[config.mk]
export PLATFORM = sky130hd
export DESIGN_NAME = jtp_tap
export DESIGN_NICKNAME = d
export VERILOG_FILES = /design/src/rtl/jtp_pkg.sv /design/src/rtl/jtp_tap.sv
export SDC_FILE = /design/constraint.sdc
export NUM_CORES = 1
export LEC_CHECK = 0
export ABC_AREA = 0
export BUFFER_PORTS_ARGS = -buffer_cell sky130_fd_sc_hd__buf_4
export CAP_MARGIN = 10
export CORE_MARGIN = 5
export CORE_UTILIZATION = 49
export DETAILED_ROUTE_END_ITERATION = 8
export PLACE_DENSITY_LB_ADDON = 0.15
export SLEW_MARGIN = 25
export SYNTH_ARGS = -nofsm -noshare
export SYNTH_HDL_FRONTEND = slang
export SYNTH_SLANG_ARGS = --single-unit
[constraint.sdc]
create_clock -name clk_sys_i -period 2.02 [get_ports clk_sys_i]
set_input_delay 0.303 -clock clk_sys_i [delete_from_list [all_inputs] [get_ports clk_sys_i]]
set_output_delay 0.303 -clock clk_sys_i [all_outputs]
set_load 0.01 [all_outputs]
[src/rtl/jtp_pkg.sv]
// Package for the test and debug port: instruction codes, field layouts, types
package jtp_pkg;
	localparam int IR_W   = 4;
	localparam int DR_W   = 32;
	localparam int SEC_W  = 32;

	// Instruction codes; bypass is all ones as usual
	localparam logic [3:0] INS_EXTEST   = 4'h0;
	localparam logic [3:0] INS_SAMPLE   = 4'h1;
	localparam logic [3:0] INS_DEVICE_IDENTIFICATION   = 4'h2;
	localparam logic [3:0] INS_USERCODE = 4'h3;
	localparam logic [3:0] INS_CHIPTAP  = 4'h4;
	localparam logic [3:0] INS_BYPASS   = 4'hf;
	localparam logic [3:0] IR_CAPTURE   = 4'h1;

	// Identification word fields; values arbitrary and neutral
	localparam logic [3:0]  ID_VERSION  = 4'h0;
	localparam logic [15:0] ID_PART     = 16'h0001;
	localparam logic [10:0] ID_MAKER    = 11'h001;

	// User code layout: owner tag [31:22], unused [21:16], revision [15:0]
	localparam int UC_TAG_LSB  = 22;
	localparam int UC_TAG_W    = 10;
	localparam int UC_REV_W    = 16;
	localparam int UC_GAP_W    = 6;
	localparam logic [15:0] DIE_REV = 16'h0001;
	localparam int SEC_JTAG_OFF = 0;

	// Power-up low time on the test reset pin, kept by the host
	localparam int TRST_MIN_NS = 100;
	localparam int CLK_NS      = 10;
	localparam int TRST_MIN_CYC = (TRST_MIN_NS + CLK_NS - 1) / CLK_NS;

	typedef enum logic [3:0] {
		ST_RESET, ST_IDLE, ST_SEL_DR, ST_CAP_DR, ST_SH_DR, ST_EX1_DR, ST_PAU_DR, ST_EX2_DR, ST_UPD_DR,
		ST_SEL_IR, ST_CAP_IR, ST_SH_IR, ST_EX1_IR, ST_PAU_IR, ST_EX2_IR, ST_UPD_IR
	} jtp_state_e;

	// Debug pin configuration from the tile software
	typedef struct packed {
		logic enable;
		logic as_output;
	} jtp_dbg_cfg_s;
endpackage

[src/rtl/jtp_tap.sv]
// Test access port with nested chip port and debug synchronisation pin
// Function
// - One standard test access port heads the chain, covering boundary scan of pins; EXTEST and SAMPLE capture only zeros, no pin cells.
// - Instruction register is four bits; data register is thirty-two bits.
// - A chip-level port is reachable through the top port for code and debug.
// - Test reset low keeps the whole port in reset.
// - Debug pin as output floats until breakpoint, then is driven low.
// - Debug pin as input: external low forces the tile into debug mode.
// - Debug pin direction and enable are set by software configuration.
// - Identification word: version, part, maker, least bit one.
// - User code: owner tag from security bits 31..22, unused field, die revision.
// - Unprogrammed fuses give an all-zero owner tag.
// - Security bit 0 set disables the whole test port.
// - Security bits 31..22 are user programmable and feed the owner tag.
`timescale 1ns/1ps
module jtp_tap (
	input  wire logic                  clk_sys_i,
	input  wire logic                  sys_rst_i,
	input  wire logic                  tck_i,
	input  wire logic                  tms_i,
	input  wire logic                  tdi_i,
	input  wire logic                  trst_n_i,
	output logic                       tdo_o,
	output logic                       tdo_oe_o,
	input  wire logic [31:0]           security_i,
	input  wire jtp_pkg::jtp_dbg_cfg_s dbg_cfg_i,
	input  wire logic                  breakpoint_i,
	input  wire logic                  debug_n_i,
	output logic                       debug_n_o,
	output logic                       debug_n_oe_o,
	output logic                       debug_req_o,
	input  wire logic                  chip_tdo_i,
	output logic                       chip_tck_o,
	output logic                       chip_tms_o,
	output logic                       chip_tdi_o
);
	logic [2:0]               tck_sync_q;
	logic [1:0]               tms_sync_q, tdi_sync_q, trst_sync_q, dbg_sync_q, chip_sync_q;
	jtp_pkg::jtp_state_e      state_q;
	logic [3:0]               ir_q, ir_sh_q;
	logic [31:0]              dr_q;
	logic                     bypass_q;
	logic                     port_rst;
	logic                     rise, fall;
	logic                     shift_st;
	logic [31:0]              id_word, uc_word;

	// Two-stage synchronisers; the edge finder uses stages two and three
	always_ff @(posedge clk_sys_i or posedge sys_rst_i) begin
		if (sys_rst_i) begin
			tck_sync_q  <= 3'h0;
			tms_sync_q  <= 2'h3;
			tdi_sync_q  <= 2'h3;
			trst_sync_q <= 2'h0;
			dbg_sync_q  <= 2'h3;
			chip_sync_q <= 2'h0;
		end else begin
			tck_sync_q  <= {tck_sync_q[1:0], tck_i};
			tms_sync_q  <= {tms_sync_q[0], tms_i};
			tdi_sync_q  <= {tdi_sync_q[0], tdi_i};
			trst_sync_q <= {trst_sync_q[0], trst_n_i};
			dbg_sync_q  <= {dbg_sync_q[0], debug_n_i};
			chip_sync_q <= {chip_sync_q[0], chip_tdo_i};
		end
	end

	assign rise = tck_sync_q[1] & ~tck_sync_q[2];
	assign fall = ~tck_sync_q[1] & tck_sync_q[2];
	assign port_rst = ~trst_sync_q[1] | security_i[jtp_pkg::SEC_JTAG_OFF];
	// Shift states are the only ones in which the data pin is driven
	assign shift_st = (state_q == jtp_pkg::ST_SH_DR) || (state_q == jtp_pkg::ST_SH_IR);

	assign id_word = {jtp_pkg::ID_VERSION, jtp_pkg::ID_PART, jtp_pkg::ID_MAKER, 1'b1};
	// Unprogrammed fuses read zero, so the tag is zero too
	assign uc_word = {security_i[31:jtp_pkg::UC_TAG_LSB], {jtp_pkg::UC_GAP_W{1'b0}}, jtp_pkg::DIE_REV};

	function automatic jtp_pkg::jtp_state_e next_state(input jtp_pkg::jtp_state_e s, input logic m);
		case (s)
			jtp_pkg::ST_RESET:  next_state = m ? jtp_pkg::ST_RESET  : jtp_pkg::ST_IDLE;
			jtp_pkg::ST_IDLE:   next_state = m ? jtp_pkg::ST_SEL_DR : jtp_pkg::ST_IDLE;
			jtp_pkg::ST_SEL_DR: next_state = m ? jtp_pkg::ST_SEL_IR : jtp_pkg::ST_CAP_DR;
			jtp_pkg::ST_CAP_DR: next_state = m ? jtp_pkg::ST_EX1_DR : jtp_pkg::ST_SH_DR;
			jtp_pkg::ST_SH_DR:  next_state = m ? jtp_pkg::ST_EX1_DR : jtp_pkg::ST_SH_DR;
			jtp_pkg::ST_EX1_DR: next_state = m ? jtp_pkg::ST_UPD_DR : jtp_pkg::ST_PAU_DR;
			jtp_pkg::ST_PAU_DR: next_state = m ? jtp_pkg::ST_EX2_DR : jtp_pkg::ST_PAU_DR;
			jtp_pkg::ST_EX2_DR: next_state = m ? jtp_pkg::ST_UPD_DR : jtp_pkg::ST_SH_DR;
			jtp_pkg::ST_UPD_DR: next_state = m ? jtp_pkg::ST_SEL_DR : jtp_pkg::ST_IDLE;
			jtp_pkg::ST_SEL_IR: next_state = m ? jtp_pkg::ST_RESET  : jtp_pkg::ST_CAP_IR;
			jtp_pkg::ST_CAP_IR: next_state = m ? jtp_pkg::ST_EX1_IR : jtp_pkg::ST_SH_IR;
			jtp_pkg::ST_SH_IR:  next_state = m ? jtp_pkg::ST_EX1_IR : jtp_pkg::ST_SH_IR;
			jtp_pkg::ST_EX1_IR: next_state = m ? jtp_pkg::ST_UPD_IR : jtp_pkg::ST_PAU_IR;
			jtp_pkg::ST_PAU_IR: next_state = m ? jtp_pkg::ST_EX2_IR : jtp_pkg::ST_PAU_IR;
			jtp_pkg::ST_EX2_IR: next_state = m ? jtp_pkg::ST_UPD_IR : jtp_pkg::ST_SH_IR;
			jtp_pkg::ST_UPD_IR: next_state = m ? jtp_pkg::ST_SEL_DR : jtp_pkg::ST_IDLE;
			default:            next_state = jtp_pkg::ST_RESET;
		endcase
	endfunction

	// Controller
	always_ff @(posedge clk_sys_i or posedge sys_rst_i) begin
		if (sys_rst_i) begin
			state_q <= jtp_pkg::ST_RESET;
		end else if (port_rst) begin
			state_q <= jtp_pkg::ST_RESET;
		end else if (rise) begin
			state_q <= next_state(state_q, tms_sync_q[1]);
		end
	end

	// Instruction register: reset selects the identification code
	always_ff @(posedge clk_sys_i or posedge sys_rst_i) begin
		if (sys_rst_i) begin
			ir_q    <= jtp_pkg::INS_DEVICE_IDENTIFICATION;
			ir_sh_q <= 4'h0;
		end else if (port_rst || (rise && state_q == jtp_pkg::ST_RESET)) begin
			ir_q    <= jtp_pkg::INS_DEVICE_IDENTIFICATION;
			ir_sh_q <= 4'h0;
		end else if (rise) begin
			case (state_q)
				jtp_pkg::ST_CAP_IR: ir_sh_q <= jtp_pkg::IR_CAPTURE;
				jtp_pkg::ST_SH_IR:  ir_sh_q <= {tdi_sync_q[1], ir_sh_q[3:1]};
				jtp_pkg::ST_UPD_IR: ir_q <= ir_sh_q;
				default: ;
			endcase
		end
	end

	// Data path: 32-bit shifter, bypass bit, boundary cells sampled as zero
	always_ff @(posedge clk_sys_i or posedge sys_rst_i) begin
		if (sys_rst_i) begin
			dr_q     <= 32'h0;
			bypass_q <= 1'b0;
		end else if (port_rst) begin
			dr_q     <= 32'h0;
			bypass_q <= 1'b0;
		end else if (rise) begin
			if (state_q == jtp_pkg::ST_CAP_DR) begin
				bypass_q <= 1'b0;
				case (ir_q)
					jtp_pkg::INS_DEVICE_IDENTIFICATION:   dr_q <= id_word;
					jtp_pkg::INS_USERCODE: dr_q <= uc_word;
					default:               dr_q <= 32'h0;
				endcase
			end else if (state_q == jtp_pkg::ST_SH_DR) begin
				bypass_q <= tdi_sync_q[1];
				dr_q     <= {tdi_sync_q[1], dr_q[31:1]};
			end
		end
	end

	// Drive enable follows the shift states, updated on the falling test clock
	always_ff @(posedge clk_sys_i or posedge sys_rst_i) begin
		if (sys_rst_i) begin
			tdo_oe_o <= 1'b0;
		end else if (port_rst) begin
			tdo_oe_o <= 1'b0;
		end else if (fall) begin
			tdo_oe_o <= shift_st;
		end
	end

	// Data out changes on the falling test clock and rests low while undriven
	// Chip port data is relayed only while the outer port shifts its data path
	always_ff @(posedge clk_sys_i or posedge sys_rst_i) begin
		if (sys_rst_i) begin
			tdo_o <= 1'b0;
		end else if (port_rst) begin
			tdo_o <= 1'b0;
		end else if (fall) begin
			if (!shift_st)
				tdo_o <= 1'b0;
			else if (state_q == jtp_pkg::ST_SH_IR)
				tdo_o <= ir_sh_q[0];
			else if (ir_q == jtp_pkg::INS_CHIPTAP)
				tdo_o <= chip_sync_q[1];
			else if (ir_q == jtp_pkg::INS_BYPASS)
				tdo_o <= bypass_q;
			else
				tdo_o <= dr_q[0];
		end
	end

	// Chip-level port pass-through, parked idle when not selected
	always_ff @(posedge clk_sys_i or posedge sys_rst_i) begin
		if (sys_rst_i) begin
			chip_tck_o <= 1'b0;
			chip_tms_o <= 1'b1;
			chip_tdi_o <= 1'b1;
		end else if (!port_rst && ir_q == jtp_pkg::INS_CHIPTAP) begin
			chip_tck_o <= tck_sync_q[1];
			chip_tms_o <= (state_q == jtp_pkg::ST_SH_DR) ? tms_sync_q[1] : 1'b0;
			chip_tdi_o <= tdi_sync_q[1];
		end else begin
			chip_tck_o <= 1'b0;
			chip_tms_o <= 1'b1;
			chip_tdi_o <= 1'b1;
		end
	end

	// Debug synchronisation pin: open drain, low only at breakpoint
	always_ff @(posedge clk_sys_i or posedge sys_rst_i) begin
		if (sys_rst_i) begin
			debug_n_o    <= 1'b1;
			debug_n_oe_o <= 1'b0;
		end else begin
			debug_n_o    <= 1'b0;
			debug_n_oe_o <= dbg_cfg_i.enable && dbg_cfg_i.as_output && breakpoint_i;
		end
	end

	// Debug request from a low level on the synchronised pin
	always_ff @(posedge clk_sys_i or posedge sys_rst_i) begin
		if (sys_rst_i) begin
			debug_req_o <= 1'b0;
		end else begin
			debug_req_o <= dbg_cfg_i.enable && !dbg_cfg_i.as_output && !dbg_sync_q[1];
		end
	end
endmodule

======== Yosys cells after proc, flatten, opt, wreduce, memory -nomap -nowiden ========
Index checks and enable logic that the tools add are counted.
storage, ports and cells
  word-level logic and storage cells ...... 110
  output and inout port bits .............. 8
  input port bits ......................... 43
  register bits ........................... 66
operators by class
  reduce and logical (&&, ||, !) cells .... 24
  equal/unequal tests ..................... 19
  bitwise gates (word level) .............. 6
  mux-type cells .......................... 42
operators by type and width
  kind                                                  count
  2-to-1 mux 32 bit                                     4
  one-hot mux 32 bit (2 select lines)                   1
  one-hot mux 4 bit (12 select lines)                   1
  2-to-1 mux 4 bit                                      11
  equality test 4 bit (second input constant)           9
  equality test 4 x 3 -> 1 bit (second input constant)  5
  2-to-1 mux 1 bit                                      19
  equality test 4 x 2 -> 1 bit (second input constant)  4
  one-hot mux 4 bit (2 select lines)                    1
  nonzero test 2 bit                                    4
  logical AND 1 bit                                     6
  2-to-1 mux 2 bit                                      3
  2-to-1 mux 3 bit                                      2
  AND reduction 2 bit                                   3
  nonzero test 3 bit                                    2
  equality test 4 x 1 -> 1 bit (second input constant)  1
  zero test 4 bit                                       1
  OR reduction 2 bit                                    2
  zero test 1 bit                                       3
  inverter 1 bit                                        3
  OR reduction 3 bit                                    1
  AND 1 bit                                             2
  logical OR 1 bit                                      2
  bitwise OR 1 bit                                      1

======== Depth between registers and ports, before layout ========
Gate-level depths: netlist (run 1).
  depth after elaboration ................. 7
  depth in mapped cells ................... 7
  mapped depth without buffers ............ 4

======== Least setup slack after synthesis (run 1) ========
No wires, ideal clock.
  path type ............................... register to register
  start point ............................. register state_q[1]
  end point ............................... register dr_q[31]
  stages on the path, launching flop included .. 8
  setup slack ............................. 0.076 ns
  period minus slack after synthesis ...... 1.944 ns
  arrival ................................. 1.818 ns
  cell sequence ........................... dfrtp_1 > buf_6 > or4b_4 > buf_6 > a21oi_4 > nor2_2 > buf_6 > a221o_1
on the way
  cells in the longest elaborated chain, start to end .. 4
  elaborated cells between the ends (all ways) .. 7
RTL lines
  element                       RTL line        source
  start, declared               jtp_tap.sv:39   jtp_pkg::jtp_state_e state_q;
  start signal, assigned        jtp_tap.sv:102  state_q <= jtp_pkg::ST_RESET;
  start signal, assigned        jtp_tap.sv:104  state_q <= jtp_pkg::ST_RESET;
  start signal, assigned        jtp_tap.sv:106  state_q <= next_state(state_q, tms_sync_q[1]);
  equality test 4 x 2 -> 1 bit  jtp_tap.sv:137  if (state_q == jtp_pkg::ST_CAP_DR) begin
  2-to-1 mux 32 bit             jtp_tap.sv:137
  2-to-1 mux 32 bit             jtp_tap.sv:136  end else if (rise) begin
  2-to-1 mux 32 bit             jtp_tap.sv:133  end else if (port_rst) begin
  end signal, assigned          jtp_tap.sv:140  jtp_pkg::INS_DEVICE_IDENTIFICATION: dr_q <= id_word;
  end signal, assigned          jtp_tap.sv:141  jtp_pkg::INS_USERCODE: dr_q <= uc_word;
  end signal, assigned          jtp_tap.sv:146  dr_q <= {tdi_sync_q[1], dr_q[31:1]};
  end, declared                 jtp_tap.sv:41   logic [31:0] dr_q;
Parallel ways exist; a longest one is shown, timed or not. The select of a mux whose other input is x is not followed.
A chain may end at the register's enable or synchronous reset.

======== Worst setup path in the final report (run 1) ========
  start point ............................. register state_q[0]
  end point ............................... register dr_q[20]
Same word-level chain as after synthesis.

==> results of run 1 <==
==> placed cells by master, fill, tap and decap left out, drive strengths merged, types with 2 or more instances in the layout <==
cell,synthesis,layout
nor2,9,9
o2111ai,2,2
nand2,11,11
dfrtp,56,56
nor2b,6,6
a32o,2,2
nand3,8,8
a22oi,10,10
a22o,23,23
nor3b,3,3
buf,10,44
a31oi,2,2
o21ai,7,7
and2,2,2
and3,2,2
nor4,4,4
inv,6,6
o2bb2ai,9,9
nand4,3,3
dfstp,10,10
bufinv,0,2
nand2b,4,4
o211ai,7,7
clkbuf,9,13
a21oi,10,10
==> registers in the layout (all words and copies together), names as in the netlist, 2 cells and up <==
name,count
tdi_sync_q,2
tms_sync_q,2
ir_q,4
trst_sync_q,2
dr_q,32
state_q,4
dbg_sync_q,2
tck_sync_q,3
ir_sh_q,4
chip_sync_q,2
==> worst paths after layout <==
check                                           end  slack (ns)                    start
setup / recovery               dr_q[20]$_DFFE_PP0P_        0.12   state_q[0]$_DFFE_PP0P_
hold / removal                debug_req_o$_DFF_PP0_        0.03                sys_rst_i
setup reg to reg               dr_q[20]$_DFFE_PP0P_        0.12   state_q[0]$_DFFE_PP0P_
hold reg to reg             tck_sync_q[1]$_DFF_PP0_        0.35  tck_sync_q[0]$_DFF_PP0_
max in group asynchronous       ir_q[1]$_DFFE_PP1P_        1.66                sys_rst_i
min in group clk_sys_i     chip_sync_q[0]$_DFF_PP0_        0.07               chip_tdo_i
==> critical path, stage by stage (launching register included) <==
cell and delay, ns:
sky130_fd_sc_hd__dfrtp_1 0.40, sky130_fd_sc_hd__buf_4 0.17, sky130_fd_sc_hd__nand4bb_1 0.31, sky130_fd_sc_hd__a21oi_4 0.10
sky130_fd_sc_hd__nor2_2 0.46, sky130_fd_sc_hd__buf_12 0.23, sky130_fd_sc_hd__a22o_1 0.15
==> metrics by stage <==
stage | cells | area [µm²] | setup WS (ns)
finish | 348 | 3370 | 0.120
global route | 348 | 3370 | 0.0313
CTS | 348 | 3370 | 0.162
detailed placement | 332 | 3160 | 0.181
global placement | 332 | 3160 | 0.191
floorplan | 235 | 2810 | 0.0763
==> final cells by class <==
type	count	area, µm²	share of cell area, %
Sequential cell	66	1660	49.4
Multi-Input combinational cell	144	1010	30.1
Timing Repair Buffer	44	368	10.9
Clock buffer	13	149	4.42
Tap cell	72	90.1	2.67
Clock inverter	3	65.1	1.93
Inverter	6	22.5	0.668
==> cells in the mapped netlist, drive strengths merged, types with 8 or more instances <==
| cell type | count | area [µm²] |
|---|---|---|
| a21oi | 10 | 61.3 |
| a22o | 23 | 201 |
| a22oi | 10 | 75.1 |
| buf | 10 | 75.1 |
| clkbuf | 9 | 33.8 |
| dfrtp | 56 | 1400 |
| dfstp | 10 | 263 |
| nand2 | 11 | 41.3 |
| nand3 | 8 | 40.0 |
| nor2 | 9 | 36.3 |
| o2bb2ai | 9 | 78.8 |
==> logic make-up (layout without fill, tap and decap cells) <==
| group | count (synthesis) | after routing | synth area share (%) |
|---|---|---|---|
| muxes | 1 | 1 | 0.356 |
| and+or+nand+nor | 59 | 59 | 12.3 |
| AOI/OAI and AO/OA | 82 | 82 | 22.9 |
| xor gates and xnor gates | 1 | 1 | 0.312 |
| DFF | 66 | 66 | 59.2 |
| other | 1 | 1 | 0.134 |
| buffers and inverters | 25 | 66 | 4.68 |
==> where the power goes <==
| part | switching, mW | internal, mW |
|---|---|---|
| Clock | 0.480 | 0.729 |
| Sequential | 0.0131 | 1.35 |
| Combinational | 0.0750 | 0.0563 |
==> layer usage <==
metal  GRT usage (%)  wire length (µm)  vias to the layer above  share of wire [%]
met3            5.96               358                        5                6.4
met4            5.04                74                        0                1.3
li1                -                 -                      956                  -
met2            23.2              2510                       60                 45
met1            23.9              2690                      976                 48
met5               0                 0                        -                  0
==> impl_metrics.csv, run 1 <==
group,metric,value,unit
run_status,run_status,"finished, final reports clean",
cts,tritoncts_clock_tree,"done",
timing,setup_repair_after_global_routing_missed_its_margin,"false",
grt,first_global_vias,1899,
power_and_ir_drop,power.total,2.70,mW
detailed_routing,routed_via_density,5.74,
timing,finalCritPeriodShare,94.1,%
timing,holdWs,0.0341,ns
detailed_routing,detailedRoute.firstPassIterationCount,4,
detailed_routing,dr.first_iter.drc_count,211,
cts,worst_skew_pair.late_latency,0.33,ns
logic_synthesis,ys_dominant_reg_cell,"sky130_fd_sc_hd__dfrtp_1",
run,drv.max_cap_violation_count,0,
logic_synthesis,synth-seq-cells,66,
timing,final-max-slew-violation-count,0,
min_path,min-delay-path-class,"input port to asynchronous set/reset pin",
setup_path,worst-setup-path-type,"flip-flop to flip-flop",
logic_synthesis,syn-cell-area,0.00281,mm²
floorplan,total_die_area,0.00735,mm²
power_and_ir_drop,power.leakage,1.47,nW
floorplan,initial_core_util,50.7,%
timing,setup-tns-final,0,ns
floorplan,die-width,85.7,µm
grt,grt_start_max_net_pins,67,
timing,period_needed,1.90,ns
setup_path,worstRegToRegCells,6,
timing,worst_slew_margin_rel,61.3,%
cts,numCtsBuffers,9,
finish,antenna_diode_instance_count,0,
detailed_routing,via_count,1997,
setup_path,required_time_of_the_worst_setup_path,2.28,ns
cts,cts-root-to-sink-buffers,2,
logic_synthesis,synthesized_instance_count,235,
floorplan,dieHeight,85.7,µm
finish,nets,314,
logic_synthesis,syn-num-nets,278,
cts,ctsHoldBuffers,0,
place,place_congestion,0.821,
logic_synthesis,synth-edff-count,0,
finish,area.growth.synth_to_final,20.0,%
detailed_routing,remaining_drc_errors,0,
cts,cts_root_buffer,"sky130_fd_sc_hd__clkbuf_8",
detailed_routing,postRouteWirelength,5630,µm
timing,final-setup-viol-count,0,
finish,final.fill_count,467,
grt,grt_antenna_before_repair,0,
power_and_ir_drop,power.ir.vdd_worst,0.714,mV
logic_synthesis,ys_warn_count,0,
finish,drive_gt1_share,27.2,%
cts,cts.repair_timing.setup_buffer_count,0,
logic_synthesis,synth_seq_area_share,59.2,%
place,io_buffer_count,29,
logic_synthesis,yosysUniqueCellTypes,49,
setup_path,worst-path-max-fanout,20,
cts,post_cts_resized,0,
timing,clock-skew-final,0.00697,ns
floorplan,core_area,0.00554,mm²
cts,clock-sinks,66,
timing,tightestPinTransition,0.580,ns
detailed_routing,final_antenna_net_count,0,
place,place.detailed.hpwl,3760,µm
cts,cts.reportedPaths.clkPinSlew,0.07,ns
logic_synthesis,postSynthAreaPerCell,12.0,µm²
logic_synthesis,postSynth.asyncResetShare,100,%
power_and_ir_drop,power_density,800,mW/mm²
setup_path,critPathLaunchType,"flip-flop",
floorplan,number_of_ports_placed_on_the_die_boundary,51,
timing,timing.fmax,526,MHz
finish,finalCoreUtilization,60.9,%
setup_path,worst-endpoint-arrival,2.16,ns
grt,globalRouteTotalUtil,16.5,%
setup_path,setup_crit_end_kind,"flip-flop",
cts,number_of_h_tree_levels,3,
detailed_routing,detail_route.wl_per_cell,16.2,µm
grt,grt-ovfl-total,0,
timing,timing.final.hold_violations,0,
grt,grt_first_pass_wirelength,9400,µm
floorplan,core.rowCount,27,
Power figures use the tool's default switching activity.
==> inputs of run 2 (changes only) <==
CORE_ASPECT_RATIO = 2   (was unset)
SKIP_CTS_REPAIR_TIMING = 1   (was unset)
==> run 2 against run 1 <==
  * Sequential power barely moved
  * Non-clock buffer count up 1
  * Register-to-register slack worse by 0.02 ns
  * Flip-flop and latch count unchanged
  * Routed wire length is 8.1% higher
  * Critical path depth shrank 1
  * Core utilization barely moved
  * Highest routed layer unchanged
  * Count of clock-buffer cells in the layout fell by 3
  * Largest power group is now clock
  * Critical endpoint is now dr_q[31]$_DFFE_PP0P_
  * Combinational power barely moved
==> impl_metrics.csv, run 2 (synthesis results as in run 1) <==
group,metric,value,unit
floorplan,die-width,63.5,µm
power_and_ir_drop,pwr-share-seq,44.7,%
timing,finalCritPeriodShare,95.3,%
grt,grt.met3_usage,4.49,%
finish,register_area,0.00166,mm²
floorplan,core.rowCount,39,
finish,top_register,"dr_q",
cts,number_of_h_tree_levels,3,
finish,mostFrequentLayoutCell,"sky130_fd_sc_hd__dfrtp_1",
detailed_routing,detailedRoute.firstPassIterationCount,4,
grt,grt_busiest_layer,"met2",
timing,timing.fmax,520,MHz
floorplan,core_area,0.00566,mm²
finish,final.fill_count,485,
setup_path,crit_path_top_delay_cell,"sky130_fd_sc_hd__or4b_4",
detailed_routing,detail_route.wl_per_cell,18.0,µm
finish,area_used_by_multi_input_combinational_logic,0.00101,mm²
finish,area.growth.synth_to_final,22.6,%
power_and_ir_drop,power.ir.vdd_worst,0.805,mV
run_status,run_status,"finished, final reports clean",
floorplan,initial_core_util,49.6,%
finish,most-common-layout-cells,"sky130_fd_sc_hd__dfrtp_1 (56), sky130_fd_sc_hd__buf_4 (43), sky130_fd_sc_hd__a22o_1 (23)",
timing,final-max-slew-violation-count,0,
power_and_ir_drop,power_density,883,mW/mm²
grt,use_met1,20.5,%
setup_path,worst-path-max-fanout,10,
finish,nets,315,
timing,timing.final.hold_violations,0,
timing,period_needed,1.92,ns
run,drv.max_cap_violation_count,0,
power_and_ir_drop,power.leakage,1.50,nW
finish,antenna_diode_instance_count,0,
cts,worst_skew_pair.late_latency,0.33,ns
power_and_ir_drop,power.clock.fraction,51.0,%
setup_path,critPathLaunchType,"flip-flop",
power_and_ir_drop,switching_share,21.5,%
setup_path,setup_crit_end_kind,"flip-flop",
timing,postLayoutSetupSlackWorst,0.0957,ns
place,place.detailed.hpwl,4080,µm
setup_path,r2r_setup_slack,0.1,ns
power_and_ir_drop,comb_power_share,4.2,%
power_and_ir_drop,p_switching,0.654,mW
finish,largest_register_ffs,32,
cts,cts.reportedPaths.clkPinSlew,0.06,ns
min_path,min-delay-path-class,"input port to asynchronous set/reset pin",
detailed_routing,routed_via_density,5.96,
power_and_ir_drop,power.total,3.04,mW
place,detailedPlace.worstSlack,0.0947,ns
grt,grt_start_max_net_pins,67,
floorplan,total_die_area,0.00744,mm²
cts,cts-root-to-sink-buffers,2,
timing,tightestPinTransition,0.526,ns
grt,globalRouteTotalUtil,18.3,%
grt,grtUsageMet2,30.5,%
cts,tritoncts_clock_tree,"done",
setup_path,worst_path_cell_trace,"or4b_4, buf_4, a211o_1, nor3b_2, a221o_1",
place,io_buffer_count,29,
detailed_routing,via_count,2015,
power_and_ir_drop,internal-power,2.39,mW
detailed_routing,postRouteWirelength,6090,µm
detailed_routing,dr.first_iter.drc_count,215,
floorplan,number_of_ports_placed_on_the_die_boundary,51,
timing,clock-skew-final,0.00478,ns
detailed_routing,final_antenna_net_count,0,
timing,setup_repair_after_global_routing_missed_its_margin,"false",
grt,grt_antenna_before_repair,0,
timing,final-setup-viol-count,0,
detailed_routing,remaining_drc_errors,0,
cts,cts_root_buffer,"sky130_fd_sc_hd__clkbuf_16",
grt,grt-ovfl-total,0,
setup_path,worst-setup-path-type,"flip-flop to flip-flop",
timing,worst_slew_margin_rel,64.6,%
cts,clock-sinks,66,
floorplan,dieHeight,117,µm
timing,setup-tns-final,0,ns
cts,numCtsBuffers,9,
finish,drive_gt1_share,28.5,%
setup_path,slowest_delay,0.56,ns
grt,grt_first_pass_wirelength,10300,µm
grt,first_global_vias,2120,
setup_path,worst-endpoint-arrival,2.19,ns
place,place_congestion,0.808,
setup_path,required_time_of_the_worst_setup_path,2.28,ns
-- run 2: final cells by class --
type	count	share of cell area (%)
sequential	66	48.3
clock inverter	6	1.93
inverter	6	0.654
timing repair buffer	45	10.5
clock buffer	10	6.94
tap	61	2.22
multi-input combinational	144	29.4
-- run 2: path summary, 6_finish.rpt --
kind,from,cells past startpoint,endpoint
setup / recovery,state_q[0]$_DFFE_PP0P_,5,dr_q[31]$_DFFE_PP0P_
hold / removal,sys_rst_i,3,state_q[1]$_DFFE_PP0P_
setup reg to reg,state_q[0]$_DFFE_PP0P_,5,dr_q[31]$_DFFE_PP0P_
hold reg to reg,trst_sync_q[0]$_DFF_PP0_,0,trst_sync_q[1]$_DFF_PP0_
max in group asynchronous,sys_rst_i,3,dbg_sync_q[0]$_DFF_PP1_
min in group clk_sys_i,debug_n_i,1,dbg_sync_q[0]$_DFF_PP1_
-- run 2: routing by layer --
layer / wire, µm / vias up
met5: 0 / -
li1: - / 957
met1: 2340 / 995
met2: 3270 / 44
met4: 274 / 0
met3: 207 / 19
-- run 2: power groups by stage --
| stage | combinational, mW | clock (mW) | sequential (mW) |
|---|---|---|---|
| 2_1_floorplan | 0.0680 | 0 | 1.38 |
| 3_3_place_gp | 0.130 | 0 | 1.38 |
| 3_5_place_dp | 0.131 | 0 | 1.38 |
| 4_1_cts | 0.131 | 1.59 | 1.36 |
| 5_1_grt | 0.143 | 1.66 | 1.36 |
| 6_report | 0.128 | 1.55 | 1.36 |
-- run 2: critical path, delay by kind of cell, from the launching register on --
family          cells  cell delay, ns
buf+inv             1            0.18
simple gates        2            0.75
flops               1            0.41
compound gates      2            0.53
-- run 2: per-stage QoR --
step	cells	util, %	cell area, µm²	hold slack, ns
global route	338	60.9	3440	0.0650
detailed placement	322	55.5	3140	0.336
finish	338	60.9	3440	0.0460
floorplan	235	-	2810	0.307
global placement	322	55.5	3140	0.334
CTS	338	60.9	3440	0.0560
